==> config.mk <==
export PLATFORM = sky130hd
export DESIGN_NAME = mcuifd_decoder
export DESIGN_NICKNAME = d
export VERILOG_FILES = /design/src/rtl/mcuifd_pkg.sv /design/src/rtl/mcuifd_qphase.sv /design/src/rtl/mcuifd_decoder.sv
export SDC_FILE = /design/constraint.sdc
export NUM_CORES = 1
export LEC_CHECK = 0
export BUFFER_PORTS_ARGS = -buffer_cell sky130_fd_sc_hd__buf_2
export CORE_MARGIN = 5
export CORE_UTILIZATION = 55
export CTS_CLUSTER_SIZE = 28
export DETAILED_ROUTE_END_ITERATION = 10
export PLACE_DENSITY_LB_ADDON = 0.2
export SLEW_MARGIN = 15
export SYNTH_ARGS = -nofsm -noshare
export SYNTH_HDL_FRONTEND = slang
export SYNTH_SLANG_ARGS = --single-unit
export TNS_END_PERCENT = 1
==> constraint.sdc <==
create_clock -name pclk -period 3.1 [get_ports pclk]
set_clock_uncertainty 0.15 [all_clocks]
set_input_delay 0.155 -clock pclk [delete_from_list [all_inputs] [get_ports pclk]]
set_output_delay 0.155 -clock pclk [all_outputs]
set_load 0.05 [all_outputs]
==> src/rtl/mcuifd_pkg.sv <==
// Shared constants, register map and types for the instruction format decoder
package mcuifd_pkg;

  ////////////////////////////////////////////////////////////////////////////
  // Instruction cycle framing
  localparam int unsigned OSC_PER_ICYC = 4;
  localparam logic [1:0] QPH_RESET = 2'h0;
  localparam logic [1:0] QPH_LAST = 2'(OSC_PER_ICYC - 1);

  // Instruction set sizes
  localparam int unsigned STD_INSN_COUNT = 75;
  localparam int unsigned EXT_INSN_COUNT = 8;

  // Word layout
  localparam int unsigned WORD_W = 16;
  localparam logic [3:0] DW_TAIL_TOP = 4'hf;
  localparam logic [15:0] FLUSH_WORD = 16'hf000;
  localparam int unsigned D_BIT = 9;
  localparam int unsigned A_BIT = 8;
  localparam int unsigned BIT_LSB = 9;
  localparam int unsigned PTR_LSB = 4;
  localparam int unsigned FAST_BIT = 0;
  localparam int unsigned TMODE_LSB = 0;

  // Access RAM split between the low and the high bank
  localparam logic [7:0] ACCESS_SPLIT = 8'h60;
  localparam logic [3:0] ACCESS_LO_BANK = 4'h0;
  localparam logic [3:0] ACCESS_HI_BANK = 4'hf;

  // Program counter and table pointer
  localparam logic [20:0] PC_RESET = 21'h000000;
  localparam logic [20:0] PC_STEP = 21'h000002;
  localparam logic [20:0] TABLE_PTR_RESET = 21'h000000;
  localparam logic [20:0] TBL_STEP = 21'h000001;

  ////////////////////////////////////////////////////////////////////////////
  // APB register map (byte addresses)
  localparam logic [11:0] REG_CTRL = 12'h000;
  localparam logic [11:0] REG_STATUS = 12'h004;
  localparam logic [11:0] REG_TABLE_PTR = 12'h008;
  localparam logic [11:0] REG_PC = 12'h00c;
  localparam logic [11:0] REG_INSN = 12'h010;
  localparam logic [11:0] REG_CYCLES = 12'h014;
  localparam logic [11:0] REG_NOPS = 12'h018;
  localparam logic [11:0] REG_DECODE = 12'h01c;
  localparam logic [1:0] CTRL_RESET = 2'h3;
  localparam logic [4:0] FLAGS_RESET = 5'h00;
  localparam int unsigned CTRL_RUN_BIT = 0;
  localparam int unsigned CTRL_EXT_BIT = 1;
  localparam int unsigned STAT_REJ_BIT = 8;

  ////////////////////////////////////////////////////////////////////////////
  typedef enum logic [2:0] {
    CLS_NOP = 3'h0,
    CLS_BYTE = 3'h1,
    CLS_LIT = 3'h2,
    CLS_BIT = 3'h3,
    CLS_EXT = 3'h4,
    CLS_DW = 3'h5,
    CLS_CTRL = 3'h6,
    CLS_TABLE = 3'h7
  } mcuifd_class_type;

  typedef enum logic [1:0] {
    TM_KEEP = 2'h0,
    TM_POSTINC = 2'h1,
    TM_POSTDEC = 2'h2,
    TM_PREINC = 2'h3
  } mcuifd_tmode_type;

  typedef enum logic [1:0] {
    SEQ_SINGLE = 2'b00,
    SEQ_DW_HEAD = 2'b01,
    SEQ_DW_TAIL = 2'b11,
    SEQ_FLUSH = 2'b10
  } mcuifd_seq_type;

  // Opcode class patterns, first match wins; anything else is byte-oriented
  localparam int NPAT = 15;
  localparam logic [15:0] PAT_MASK [NPAT] = '{
    16'hf000, 16'hf000, 16'hff00, 16'hfe00, 16'hffc0, 16'hfc00, 16'hfff8, 16'hfffc,
    16'hf800, 16'he000, 16'hf000, 16'hf000, 16'hf800, 16'hffff, 16'hff00};
  localparam logic [15:0] PAT_MATCH [NPAT] = '{
    16'hf000, 16'hc000, 16'hef00, 16'hec00, 16'hee00, 16'he800, 16'h0008, 16'h0010,
    16'h0800, 16'h8000, 16'h7000, 16'hd000, 16'he000, 16'h0000, 16'h0000};
  localparam mcuifd_class_type PAT_CLASS [NPAT] = '{
    CLS_NOP, CLS_DW, CLS_DW, CLS_DW, CLS_DW, CLS_EXT, CLS_TABLE, CLS_CTRL,
    CLS_LIT, CLS_BIT, CLS_BIT, CLS_CTRL, CLS_CTRL, CLS_NOP, CLS_CTRL};

endpackage

==> src/rtl/mcuifd_qphase.sv <==
// Oscillator phase counter that frames each instruction cycle
`timescale 1ns/100ps
module mcuifd_qphase
  import mcuifd_pkg::*;
(
  input wire logic pclk,
  input wire logic presetn,
  input wire logic run,
  output logic [1:0] qphase,
  output logic cyc_end
);

  logic [1:0] qph_q;

  // Phase only advances while running, so a halted core keeps its place
  always_ff @(posedge pclk or negedge presetn) begin
    if (!presetn) begin
      qph_q <= QPH_RESET;
    end else if (run) begin
      qph_q <= (qph_q == QPH_LAST) ? QPH_RESET : qph_q + 2'h1;
    end
  end

  assign qphase = qph_q;
  assign cyc_end = run && (qph_q == QPH_LAST);

endmodule

==> src/rtl/mcuifd_decoder.sv <==
// Instruction fetch framing, operand field decode and cycle accounting
//
// The implementer's own choices: the address map and register access over APB.
`timescale 1ns/100ps
//
// Operation
// - An ordinary instruction is one 16-bit word of opcode plus operand fields.
// - Four instructions span two consecutive words, 32 bits in all.
// - A second word has its top four bits set and runs as a no-op alone.
// - A single-word instruction takes one cycle, or two with a no-op when a test is true or the PC changes.
// - A double-word instruction always takes two instruction cycles.
// - One instruction cycle is four oscillator periods.
// - Destination bit 0 sends the result to the working register, 1 to the file register.
// - Access bit 0 uses access RAM and ignores the bank select register, 1 uses that register.
// - A three-bit field picks bit 0 to 7 of the addressed byte.
// - The file field is an 8-bit address or, for pointer loads, a 2-bit pointer select.
// - Register moves carry separate 12-bit source and destination addresses.
// - The decoder knows a standard set of 75 and an extended set of 8 instructions.
// - Five arithmetic flags are kept: carry, half carry, zero, overflow, negative.
// - Call and return carry a fast bit that selects the shadow register save or restore.
// - Table operations apply keep, post-increment, post-decrement or pre-increment to the table pointer.
//
module mcuifd_decoder
  import mcuifd_pkg::*;
(
  input wire logic pclk,
  input wire logic presetn,
  input wire logic psel,
  input wire logic penable,
  input wire logic pwrite,
  input wire logic [11:0] paddr,
  input wire logic [31:0] pwdata,
  output logic pready,
  output logic [31:0] prdata,
  output logic pslverr,
  output logic [20:0] pm_addr,
  input wire logic [15:0] pm_rdata,
  input wire logic [3:0] bank_select_register,
  input wire logic exec_skip,
  input wire logic exec_pc_load,
  input wire logic [20:0] exec_pc_target,
  input wire logic alu_flags_we,
  input wire logic [4:0] alu_flags_in,
  output logic [1:0] qphase,
  output logic icyc_end,
  output mcuifd_class_type dec_class,
  output logic dec_exec,
  output logic dec_dw_wait,
  output logic dec_dest_file,
  output logic dec_wr_working,
  output logic dec_access_ram,
  output logic [11:0] dec_file_addr,
  output logic [2:0] dec_bit_index,
  output logic [7:0] dec_bit_mask,
  output logic [1:0] dec_ptr_sel,
  output logic [11:0] dec_src_addr,
  output logic [11:0] dec_dst_addr,
  output logic dec_fast,
  output mcuifd_tmode_type dec_tbl_mode,
  output logic [20:0] table_pointer,
  output logic [20:0] tbl_addr,
  output logic [4:0] status_flags
);

  logic [1:0] ctrl_q;
  logic run_q;
  logic ext_en_q;
  logic ext_rej_q;
  logic [20:0] pc_q;
  logic [15:0] head_q;
  logic [15:0] tail_q;
  logic [31:0] cycles_q;
  logic [31:0] nops_q;
  logic [31:0] prdata_q;
  mcuifd_seq_type seq_q;
  mcuifd_seq_type seq_d;
  logic flush;
  logic [15:0] next_word;
  mcuifd_class_type raw_cls;
  mcuifd_class_type next_cls;
  mcuifd_tmode_type tmode_d;
  logic [11:0] file_addr_d;
  logic apb_wr;
  logic addr_hit;
  logic [31:0] rd_mux;

  assign run_q = ctrl_q[CTRL_RUN_BIT];
  assign ext_en_q = ctrl_q[CTRL_EXT_BIT];

  mcuifd_qphase u_qphase (
    .pclk(pclk),
    .presetn(presetn),
    .run(run_q),
    .qphase(qphase),
    .cyc_end(icyc_end)
  );

  ////////////////////////////////////////////////////////////////////////////
  // Class lookup over the opcode pattern table; lowest index wins
  function automatic mcuifd_class_type classify(input logic [15:0] w);
    mcuifd_class_type c;
    c = CLS_BYTE;
    for (int i = NPAT - 1; i >= 0; i--) begin
      if ((w & PAT_MASK[i]) == PAT_MATCH[i]) begin
        c = PAT_CLASS[i];
      end
    end
    return c;
  endfunction

  // Word entering execution at the next cycle boundary
  always_comb begin
    flush = exec_skip || exec_pc_load;
    next_word = flush ? FLUSH_WORD : pm_rdata;
    raw_cls = classify(next_word);
    next_cls = raw_cls;
    if (raw_cls == CLS_EXT && !ext_en_q) begin
      next_cls = CLS_NOP;
    end
    tmode_d = mcuifd_tmode_type'(next_word[TMODE_LSB +: 2]);
    if (next_word[A_BIT]) begin
      file_addr_d = {bank_select_register, next_word[7:0]};
    end else begin
      file_addr_d = {(next_word[7:0] >= ACCESS_SPLIT) ? ACCESS_HI_BANK : ACCESS_LO_BANK, next_word[7:0]};
    end
  end

  // A lone tail word never follows a head, so it classes as a no-op
  always_comb begin
    case (seq_q)
      SEQ_DW_HEAD: seq_d = flush ? SEQ_FLUSH : SEQ_DW_TAIL;
      SEQ_SINGLE, SEQ_DW_TAIL, SEQ_FLUSH: begin
        if (flush) begin
          seq_d = SEQ_FLUSH;
        end else if (next_cls == CLS_DW) begin
          seq_d = SEQ_DW_HEAD;
        end else begin
          seq_d = SEQ_SINGLE;
        end
      end
      default: seq_d = SEQ_SINGLE;
    endcase
  end

  always_ff @(posedge pclk or negedge presetn) begin
    if (!presetn) begin
      seq_q <= SEQ_SINGLE;
    end else if (icyc_end) begin
      seq_q <= seq_d;
    end
  end

  ////////////////////////////////////////////////////////////////////////////
  // Fetch: the word at pm_addr is taken at the last phase of each cycle
  always_ff @(posedge pclk or negedge presetn) begin
    if (!presetn) begin
      pc_q <= PC_RESET;
    end else if (icyc_end) begin
      pc_q <= exec_pc_load ? exec_pc_target : pc_q + PC_STEP;
    end
  end

  assign pm_addr = pc_q;

  // Operand fields are latched once per cycle and held for its four phases
  always_ff @(posedge pclk or negedge presetn) begin
    if (!presetn) begin
      dec_class <= CLS_NOP;
      dec_exec <= 1'b0;
      dec_dw_wait <= 1'b0;
      dec_dest_file <= 1'b0;
      dec_wr_working <= 1'b1;
      dec_access_ram <= 1'b1;
      dec_file_addr <= 12'h000;
      dec_bit_index <= 3'h0;
      dec_bit_mask <= 8'h01;
      dec_ptr_sel <= 2'h0;
      dec_src_addr <= 12'h000;
      dec_dst_addr <= 12'h000;
      dec_fast <= 1'b0;
      dec_tbl_mode <= TM_KEEP;
      head_q <= FLUSH_WORD;
      tail_q <= FLUSH_WORD;
    end else if (icyc_end) begin
      if (seq_d == SEQ_DW_TAIL) begin
        dec_dst_addr <= next_word[11:0];
        dec_exec <= 1'b1;
        dec_dw_wait <= 1'b0;
        tail_q <= next_word;
      end else begin
        dec_class <= next_cls;
        dec_exec <= (seq_d == SEQ_SINGLE) && (next_cls != CLS_NOP);
        dec_dw_wait <= (seq_d == SEQ_DW_HEAD);
        dec_dest_file <= next_word[D_BIT];
        dec_wr_working <= !next_word[D_BIT];
        dec_access_ram <= !next_word[A_BIT];
        dec_file_addr <= file_addr_d;
        dec_bit_index <= next_word[BIT_LSB +: 3];
        dec_bit_mask <= 8'h01 << next_word[BIT_LSB +: 3];
        dec_ptr_sel <= next_word[PTR_LSB +: 2];
        dec_src_addr <= next_word[11:0];
        dec_fast <= next_word[FAST_BIT];
        dec_tbl_mode <= tmode_d;
        head_q <= next_word;
      end
    end
  end

  ////////////////////////////////////////////////////////////////////////////
  // Table pointer; the hardware step wins over a same-cycle bus write
  always_ff @(posedge pclk or negedge presetn) begin
    if (!presetn) begin
      table_pointer <= TABLE_PTR_RESET;
      tbl_addr <= TABLE_PTR_RESET;
    end else if (icyc_end && seq_d == SEQ_SINGLE && next_cls == CLS_TABLE) begin
      case (tmode_d)
        TM_POSTINC: begin
          tbl_addr <= table_pointer;
          table_pointer <= table_pointer + TBL_STEP;
        end
        TM_POSTDEC: begin
          tbl_addr <= table_pointer;
          table_pointer <= table_pointer - TBL_STEP;
        end
        TM_PREINC: begin
          tbl_addr <= table_pointer + TBL_STEP;
          table_pointer <= table_pointer + TBL_STEP;
        end
        default: tbl_addr <= table_pointer;
      endcase
    end else if (apb_wr && paddr == REG_TABLE_PTR) begin
      table_pointer <= pwdata[20:0];
    end
  end

  // Flags follow the arithmetic unit; a bus write only lands when it is idle
  always_ff @(posedge pclk or negedge presetn) begin
    if (!presetn) begin
      status_flags <= FLAGS_RESET;
    end else if (alu_flags_we) begin
      status_flags <= alu_flags_in;
    end else if (apb_wr && paddr == REG_STATUS) begin
      status_flags <= pwdata[4:0];
    end
  end

  // Sticky reject of extended opcodes; a new reject beats the clear
  always_ff @(posedge pclk or negedge presetn) begin
    if (!presetn) begin
      ext_rej_q <= 1'b0;
    end else if (icyc_end && !flush && raw_cls == CLS_EXT && !ext_en_q) begin
      ext_rej_q <= 1'b1;
    end else if (apb_wr && paddr == REG_STATUS && pwdata[STAT_REJ_BIT]) begin
      ext_rej_q <= 1'b0;
    end
  end

  always_ff @(posedge pclk or negedge presetn) begin
    if (!presetn) begin
      cycles_q <= 32'h00000000;
      nops_q <= 32'h00000000;
    end else if (icyc_end) begin
      cycles_q <= cycles_q + 32'h00000001;
      if (seq_d == SEQ_FLUSH) begin
        nops_q <= nops_q + 32'h00000001;
      end
    end
  end

  ////////////////////////////////////////////////////////////////////////////
  // APB slave: zero wait, read data captured in the setup cycle
  assign apb_wr = psel && penable && pwrite && addr_hit;
  assign pready = psel && penable;
  assign pslverr = psel && penable && !addr_hit;
  assign prdata = prdata_q;

  always_comb begin
    addr_hit = 1'b1;
    case (paddr)
      REG_CTRL: rd_mux = {30'h00000000, ctrl_q};
      REG_STATUS: rd_mux = {23'h000000, ext_rej_q, 3'h0, status_flags};
      REG_TABLE_PTR: rd_mux = {11'h000, table_pointer};
      REG_PC: rd_mux = {11'h000, pc_q};
      REG_INSN: rd_mux = {tail_q, head_q};
      REG_CYCLES: rd_mux = cycles_q;
      REG_NOPS: rd_mux = nops_q;
      REG_DECODE: rd_mux = {12'h000, dec_bit_index, dec_exec, dec_dw_wait, dec_class, dec_file_addr};
      default: begin
        rd_mux = 32'h00000000;
        addr_hit = 1'b0;
      end
    endcase
  end

  always_ff @(posedge pclk or negedge presetn) begin
    if (!presetn) begin
      prdata_q <= 32'h00000000;
    end else if (psel && !penable) begin
      prdata_q <= pwrite ? 32'h00000000 : rd_mux;
    end
  end

  always_ff @(posedge pclk or negedge presetn) begin
    if (!presetn) begin
      ctrl_q <= CTRL_RESET;
    end else if (apb_wr && paddr == REG_CTRL) begin
      ctrl_q <= pwdata[1:0];
    end
  end
endmodule

==> flow_metrics.tcl, run 1 <==
set metrics [dict create \
    required_ns 3.41 \
    critPathTopFamily "buffers and inverters" \
    synth-async-reset-ratio_pct 100 \
    finalSetupViolCount 0 \
    die_w_um 158 \
    period_share_pct 93.2 \
    gp_congestion 0.929 \
    wire_per_inst_um 22.2 \
    clockRootBuffer "clkbuf_16" \
    cts_buffers 24 \
    endpoint_kind "register" \
    dieHeight_um 158 \
    slew_headroom_pct 48.5 \
    hpwl_um 28800 \
    drt_drc_violations_left 0 \
    syn_inst 1250 \
    synth_commonest_cells "209 x dfrtp_1, 154 x nand2_1, 72 x nand3_1" \
    min_path_type "input port to asynchronous set/reset pin" \
    place_ws_ns 0.329 \
    fin_nets 1635 \
    synth_top_area_share_pct 43.2 \
    tightest_slew_ns 0.772 \
    clk_pin_slew_worst_paths_ns 0.06 \
    maxSlewViolCount 0 \
    rsz0062_at_grt "false" \
    rows 54 \
    synth_most_common_cell "dfrtp_1" \
    grt_use_total_pct 32.1 \
    whs_ns 0.0573 \
    coreArea_um2 21800 \
    cts.path.max_buffers 3 \
    cp_slowest_stage_delay_ns 0.59 \
    vias 11600 \
    detail-route-antenna-nets 0 \
    p_leak_nw 6.87 \
    crit_path_top_delay_cell "dfstp_2" \
    synth_edf_count 0 \
    max_freq_ghz 0.346 \
    ctsHtreeMaxLevel 1 \
    avgSynthCellArea_um2 9.68 \
    fillers 1665 \
    synth_seq_cells 222 \
    powerDensity_nw_per_um2 417 \
    final_hold_viol_count 0 \
    ys.flop_type "dfrtp_1" \
    outcome "complete, no violations" \
    ys_seq_area_share_pct 46.1 \
    grt_max_degree 92 \
    cp.arrival_ns 3.20 \
    yosysTopAreaCell "dfrtp_1" \
    cts_sinks 222 \
    peakVddDrop_mv 0.330 \
    yosysWarnings 0 \
    wl_um 40700 \
    synth_cell_types 74 \
    cp_max_fo 38 \
    first_iter_violations 1303 \
    grt_pass1_wl_um 63500 \
    netlist_area_um2 12100 \
    fin_tns_setup_ns 0 \
    synth.area.top_cells "dfrtp_1 43%, xnor2_1 4.9%, nand2_1 4.8%, nand3_1 3.0%, mux2_2 3.0%" \
    cts_tree "done" \
    ios 263 \
    start_util_pct 55.6 \
    die_area_um2 25100 \
    start_kind "register" \
    syn2layout_area_growth_pct 24.3 \
    worst_slack_ns 0.210 \
    routed_via_density 6.32 \
    grt_pass1_vias 11600 \
    drt_first_pass_iters 7 \
    critPathBufInv 4 \
    min_period_ns 2.89 \
    postCtsSetupBuffers 0 \
    portBuffers 251 \
    clk_latency_ns 0.53 \
    synth_nets 1354 \
    drive_gt1_share_pct 26.1 \
    max-cap-violations 0 \
    overflow 0 \
    worstPathCellList "nand2_1 > buf_4 > inv_1 > buf_6 > o21ai_4 > o41ai_1 > dlygate4sd3_1" \
    finalPower_w 0.00627 \
    path_class "register to register" \
    antenna_found_initial 3 \
]
==> state kept, by name, indices dropped and copies added, names as in the netlist, 5 cells and up <==
register / count
head_q: 5
dec_bit_mask: 8
cycles_q: 32
prdata: 32
dec_file_addr: 12
dec_dst_addr: 11
pm_addr: 21
tbl_addr: 21
status_flags: 5
table_pointer: 21
nops_q: 32
tail_q: 5
==> stage by stage <==
| step | utilization (%) | cells | instance area [um2] |
|---|---|---|---|
| 2_1_floorplan | - | 1250 | 12100 |
| 3_3_place_gp | 61.9 | 1705 | 13500 |
| 3_5_place_dp | 61.9 | 1705 | 13500 |
| 4_1_cts | 69.1 | 1829 | 15000 |
| 5_1_grt | 69.1 | 1831 | 15000 |
| 6_report | 69.1 | 1831 | 15000 |
==> power by group <==
part | internal, W | switching (W)
clock network | 0.00160 | 0.00120
registers | 0.00292 | 0.0000300
logic | 0.000186 | 0.000338
==> path summary, 6_finish.rpt <==
kind / startpoint / to / slack (ns) / cells after the start
worst max-delay path: ctrl_q[0] / dec_bit_mask[2] / 0.21 / 7
worst min-delay path: presetn / cycles_q[20] / 0.06 / 2
worst max register to register: ctrl_q[0] / dec_bit_mask[2] / 0.21 / 7
min in group pclk: exec_pc_load / pm_addr[17] / 0.09 / 4
max in group asynchronous: presetn / tail_q[14] / 1.83 / 3
worst min register to register: prdata[29] / prdata[29] / 0.32 / 2
==> final cells by class <==
class	instances	area [um2]	area share, %
Antenna cell	2	5.00	0.0333
Clock buffer	40	731	4.86
Inverter	24	90.1	0.599
Multi-Input combinational cell	885	5830	38.8
Timing Repair Buffer	374	2430	16.2
Tap cell	280	350	2.33
Clock inverter	4	31.3	0.208
Sequential cell	222	5570	37.0
==> cells by family after synthesis <==
| logic type | Yosys count | share of synthesized area, % |
|---|---|---|
| AND/OR/NAND/NOR | 444 | 18.7 |
| AO/OA/AOI/OAI | 294 | 17.2 |
| flip-flops | 222 | 46.1 |
| buffers and inverters | 143 | 6.04 |
| XOR/XNOR | 83 | 6.01 |
| multiplexers | 58 | 5.34 |
| adder cells (fa/ha/maj) | 6 | 0.621 |
==> per-layer routing <==
layer  vias to the layer above  global-route usage, %  routed length, um
li1                       5140                      -                  -
met1                      5693                   44.2              16400
met2                       621                   50.9              18900
met3                       119                   5.65               3530
met4                         0                   12.8               1770
met5                         -                      0                  0
==> cells in the final DEF, fill, tap and decap left out, types with 10 or more instances in the layout <==
| cell | instances |
|---|---|
| xnor2_1 | 68 |
| clkbuf_16 | 24 |
| o22ai_1 | 20 |
| mux2i_1 | 24 |
| dlygate4sd3_1 | 80 |
| xor2_1 | 15 |
| inv_1 | 24 |
| buf_4 | 39 |
| a222oi_1 | 24 |
| a21oi_1 | 44 |
| and4_1 | 16 |
| dfrtp_1 | 209 |
| a31oi_1 | 13 |
| and2_1 | 11 |
| nand4_1 | 34 |
| a22o_1 | 13 |
| nor3_1 | 22 |
| nand2_1 | 154 |
| dfstp_2 | 13 |
| a22oi_1 | 17 |
| o21ai_0 | 68 |
| nand3_1 | 72 |
| nor4_1 | 10 |
| mux2_2 | 32 |
| o211ai_1 | 12 |
| o32ai_1 | 10 |
| and3_1 | 23 |
| buf_2 | 250 |
| nor2_1 | 54 |
| nand2b_1 | 11 |
==> repair_timing <==
| item | CTS | global route |
|---|---|---|
| endpoints found under the hold margin | 182 | 0 |
| gates resized for setup | 0 | 2 |
| hold buffers | 80 | 0 |
| endpoints found under the setup margin | 0 | 1 |
Note: power is estimated with default switching activity, not from simulation.
==> inputs of run 2 (changes only) <==
--- a/config.mk
+++ b/config.mk
@@ -6,8 +6,10 @@
 export NUM_CORES = 1
 export LEC_CHECK = 0
 export BUFFER_PORTS_ARGS = -buffer_cell sky130_fd_sc_hd__buf_2
-export CORE_MARGIN = 5
-export CORE_UTILIZATION = 55
+export CELL_PAD_IN_SITES_DETAIL_PLACEMENT = 1
+export CELL_PAD_IN_SITES_GLOBAL_PLACEMENT = 1
+export CORE_MARGIN = 2
+export CORE_UTILIZATION = 42
 export CTS_CLUSTER_SIZE = 28
 export DETAILED_ROUTE_END_ITERATION = 10
 export PLACE_DENSITY_LB_ADDON = 0.2
==> flow_metrics.tcl, run 2 (synthesized netlist as in run 1, its figures left out) <==
set metrics [dict create \
    outcome "complete, no violations" \
    fin_nets 1650 \
    drt_first_pass_iters 7 \
    postCtsSetupBuffers 0 \
    max-cap-violations 0 \
    required_ns 3.43 \
    start_util_pct 42.4 \
    clockRootBuffer "clkbuf_16" \
    gp_congestion 0.893 \
    finalNonFillerCells 1952 \
    clk_pin_slew_worst_paths_ns 0.06 \
    wire_per_inst_um 23.1 \
    overflow 0 \
    ios 263 \
    whs_ns 0.0209 \
    grt_pass1_vias 12000 \
    cts_tree "done" \
    path_class "register to register" \
    powerDensity_nw_per_um2 432 \
    ctsHtreeMaxLevel 1 \
    final_common_cell "buf_2" \
    detail-route-antenna-nets 0 \
    coreArea_um2 28500 \
    min_path_type "input port to asynchronous set/reset pin" \
    rsz0062_at_grt "false" \
    start_kind "register" \
    maxSlewViolCount 0 \
    syn2layout_area_growth_pct 27.2 \
    period_share_pct 93.6 \
    fin_tns_setup_ns 0 \
    cp_max_fo 22 \
    vias 11600 \
    slew_headroom_pct 37.9 \
    rows 62 \
    grt_use_total_pct 29.5 \
    layout_common_cells "250 x buf_2, 209 x dfrtp_1, 154 x nand2_1" \
    finalSetupViolCount 0 \
    die_area_um2 30200 \
    placedCellCount 1819 \
    grt_pass1_wl_um 69900 \
    p_leak_nw 6.99 \
    peakVddDrop_mv 0.353 \
    first_iter_violations 1009 \
    min_period_ns 2.90 \
    die_w_um 174 \
    drive_gt1_share_pct 26.9 \
    post-route-util_pct 53.9 \
    ctsResizeCount 0 \
    wl_um 45200 \
    portBuffers 251 \
    hpwl_um 31800 \
    place_ws_ns 0.343 \
    routed_via_density 5.96 \
    cts_sinks 222 \
    antenna_found_initial 1 \
    cts_buffers 26 \
    endpoint_kind "register" \
    grt_max_degree 74 \
    final_hold_viol_count 0 \
    cts.path.max_buffers 3 \
    worst_slack_ns 0.198 \
    cp.arrival_ns 3.23 \
    dieHeight_um 174 \
    max_freq_ghz 0.345 \
    tightest_slew_ns 0.931 \
    clk_latency_ns 0.55 \
    drt_drc_violations_left 0 \
]
run 2: cell count changes in the layout (fill, tap and decap cells not counted), sizes merged:
cell         before  now
buf             294  304
bufinv            0    1
clkbuf           40   42
clkinvlp          0    1
dlygate4sd3      80   83
run 2: worst max-delay path, cell delays in order (launching register included):
cell and delay, ns:
dfstp_2 0.60, nand2_1 0.15, buf_4 0.26, inv_1 0.10, buf_4 0.25, o21ai_2 0.31, o41ai_1 0.42, dlygate4sd3_1 0.59
run 2: worst paths after layout:
path                         startpoint         endpoint  slack (ns)  cells after the start
max                           ctrl_q[0]  dec_bit_mask[1]        0.20                      7
min                             presetn     cycles_q[23]        0.02                      2
max reg2reg                   ctrl_q[0]  dec_bit_mask[1]        0.20                      7
min reg2reg                tbl_addr[11]     tbl_addr[11]        0.32                      2
max in group asynchronous       presetn        ctrl_q[0]        1.85                      3
min in group pclk                pwrite        ext_rej_q        0.02                      5
run 2: layout make-up:
type                       count  area, um2
tap                          384        480
inverter                      24       90.1
timing repair buffer         387       2530
fill                        3309      13200
clock buffer                  42        822
sequential                   222       5570
clock inverter                 6       57.6
multi-input combinational    885       5820
antenna                        2       5.00
run 2: stage by stage:
stage | cell area, um2 | total power [W]
2_1_floorplan | 12100 | 0.00323
3_3_place_gp | 13700 | 0.00344
3_5_place_dp | 13700 | 0.00345
4_1_cts | 15400 | 0.00667
5_1_grt | 15400 | 0.00684
6_report | 15400 | 0.00665
run 2: per-layer routing:
metal / share of wire (%) / vias to the layer above / global-route usage, %
met3: 6.8 / 67 / 4.80
li1: - / 5175 / -
met2: 48 / 470 / 48.6
met5: 0 / - / 0
met4: 2.6 / 0 / 9.56
met1: 42 / 5931 / 39.8
run 2: repair_timing:
item	4_1_cts	5_1_grt
setup endpoints to repair	0	0
hold buffers	83	0
hold endpoints to repair	281	0
run 2: where the power goes:
part           total [W]  internal (W)  switching [W]
registers        0.00296       0.00292      0.0000364
logic           0.000531      0.000188       0.000342
clock network    0.00316       0.00189        0.00127
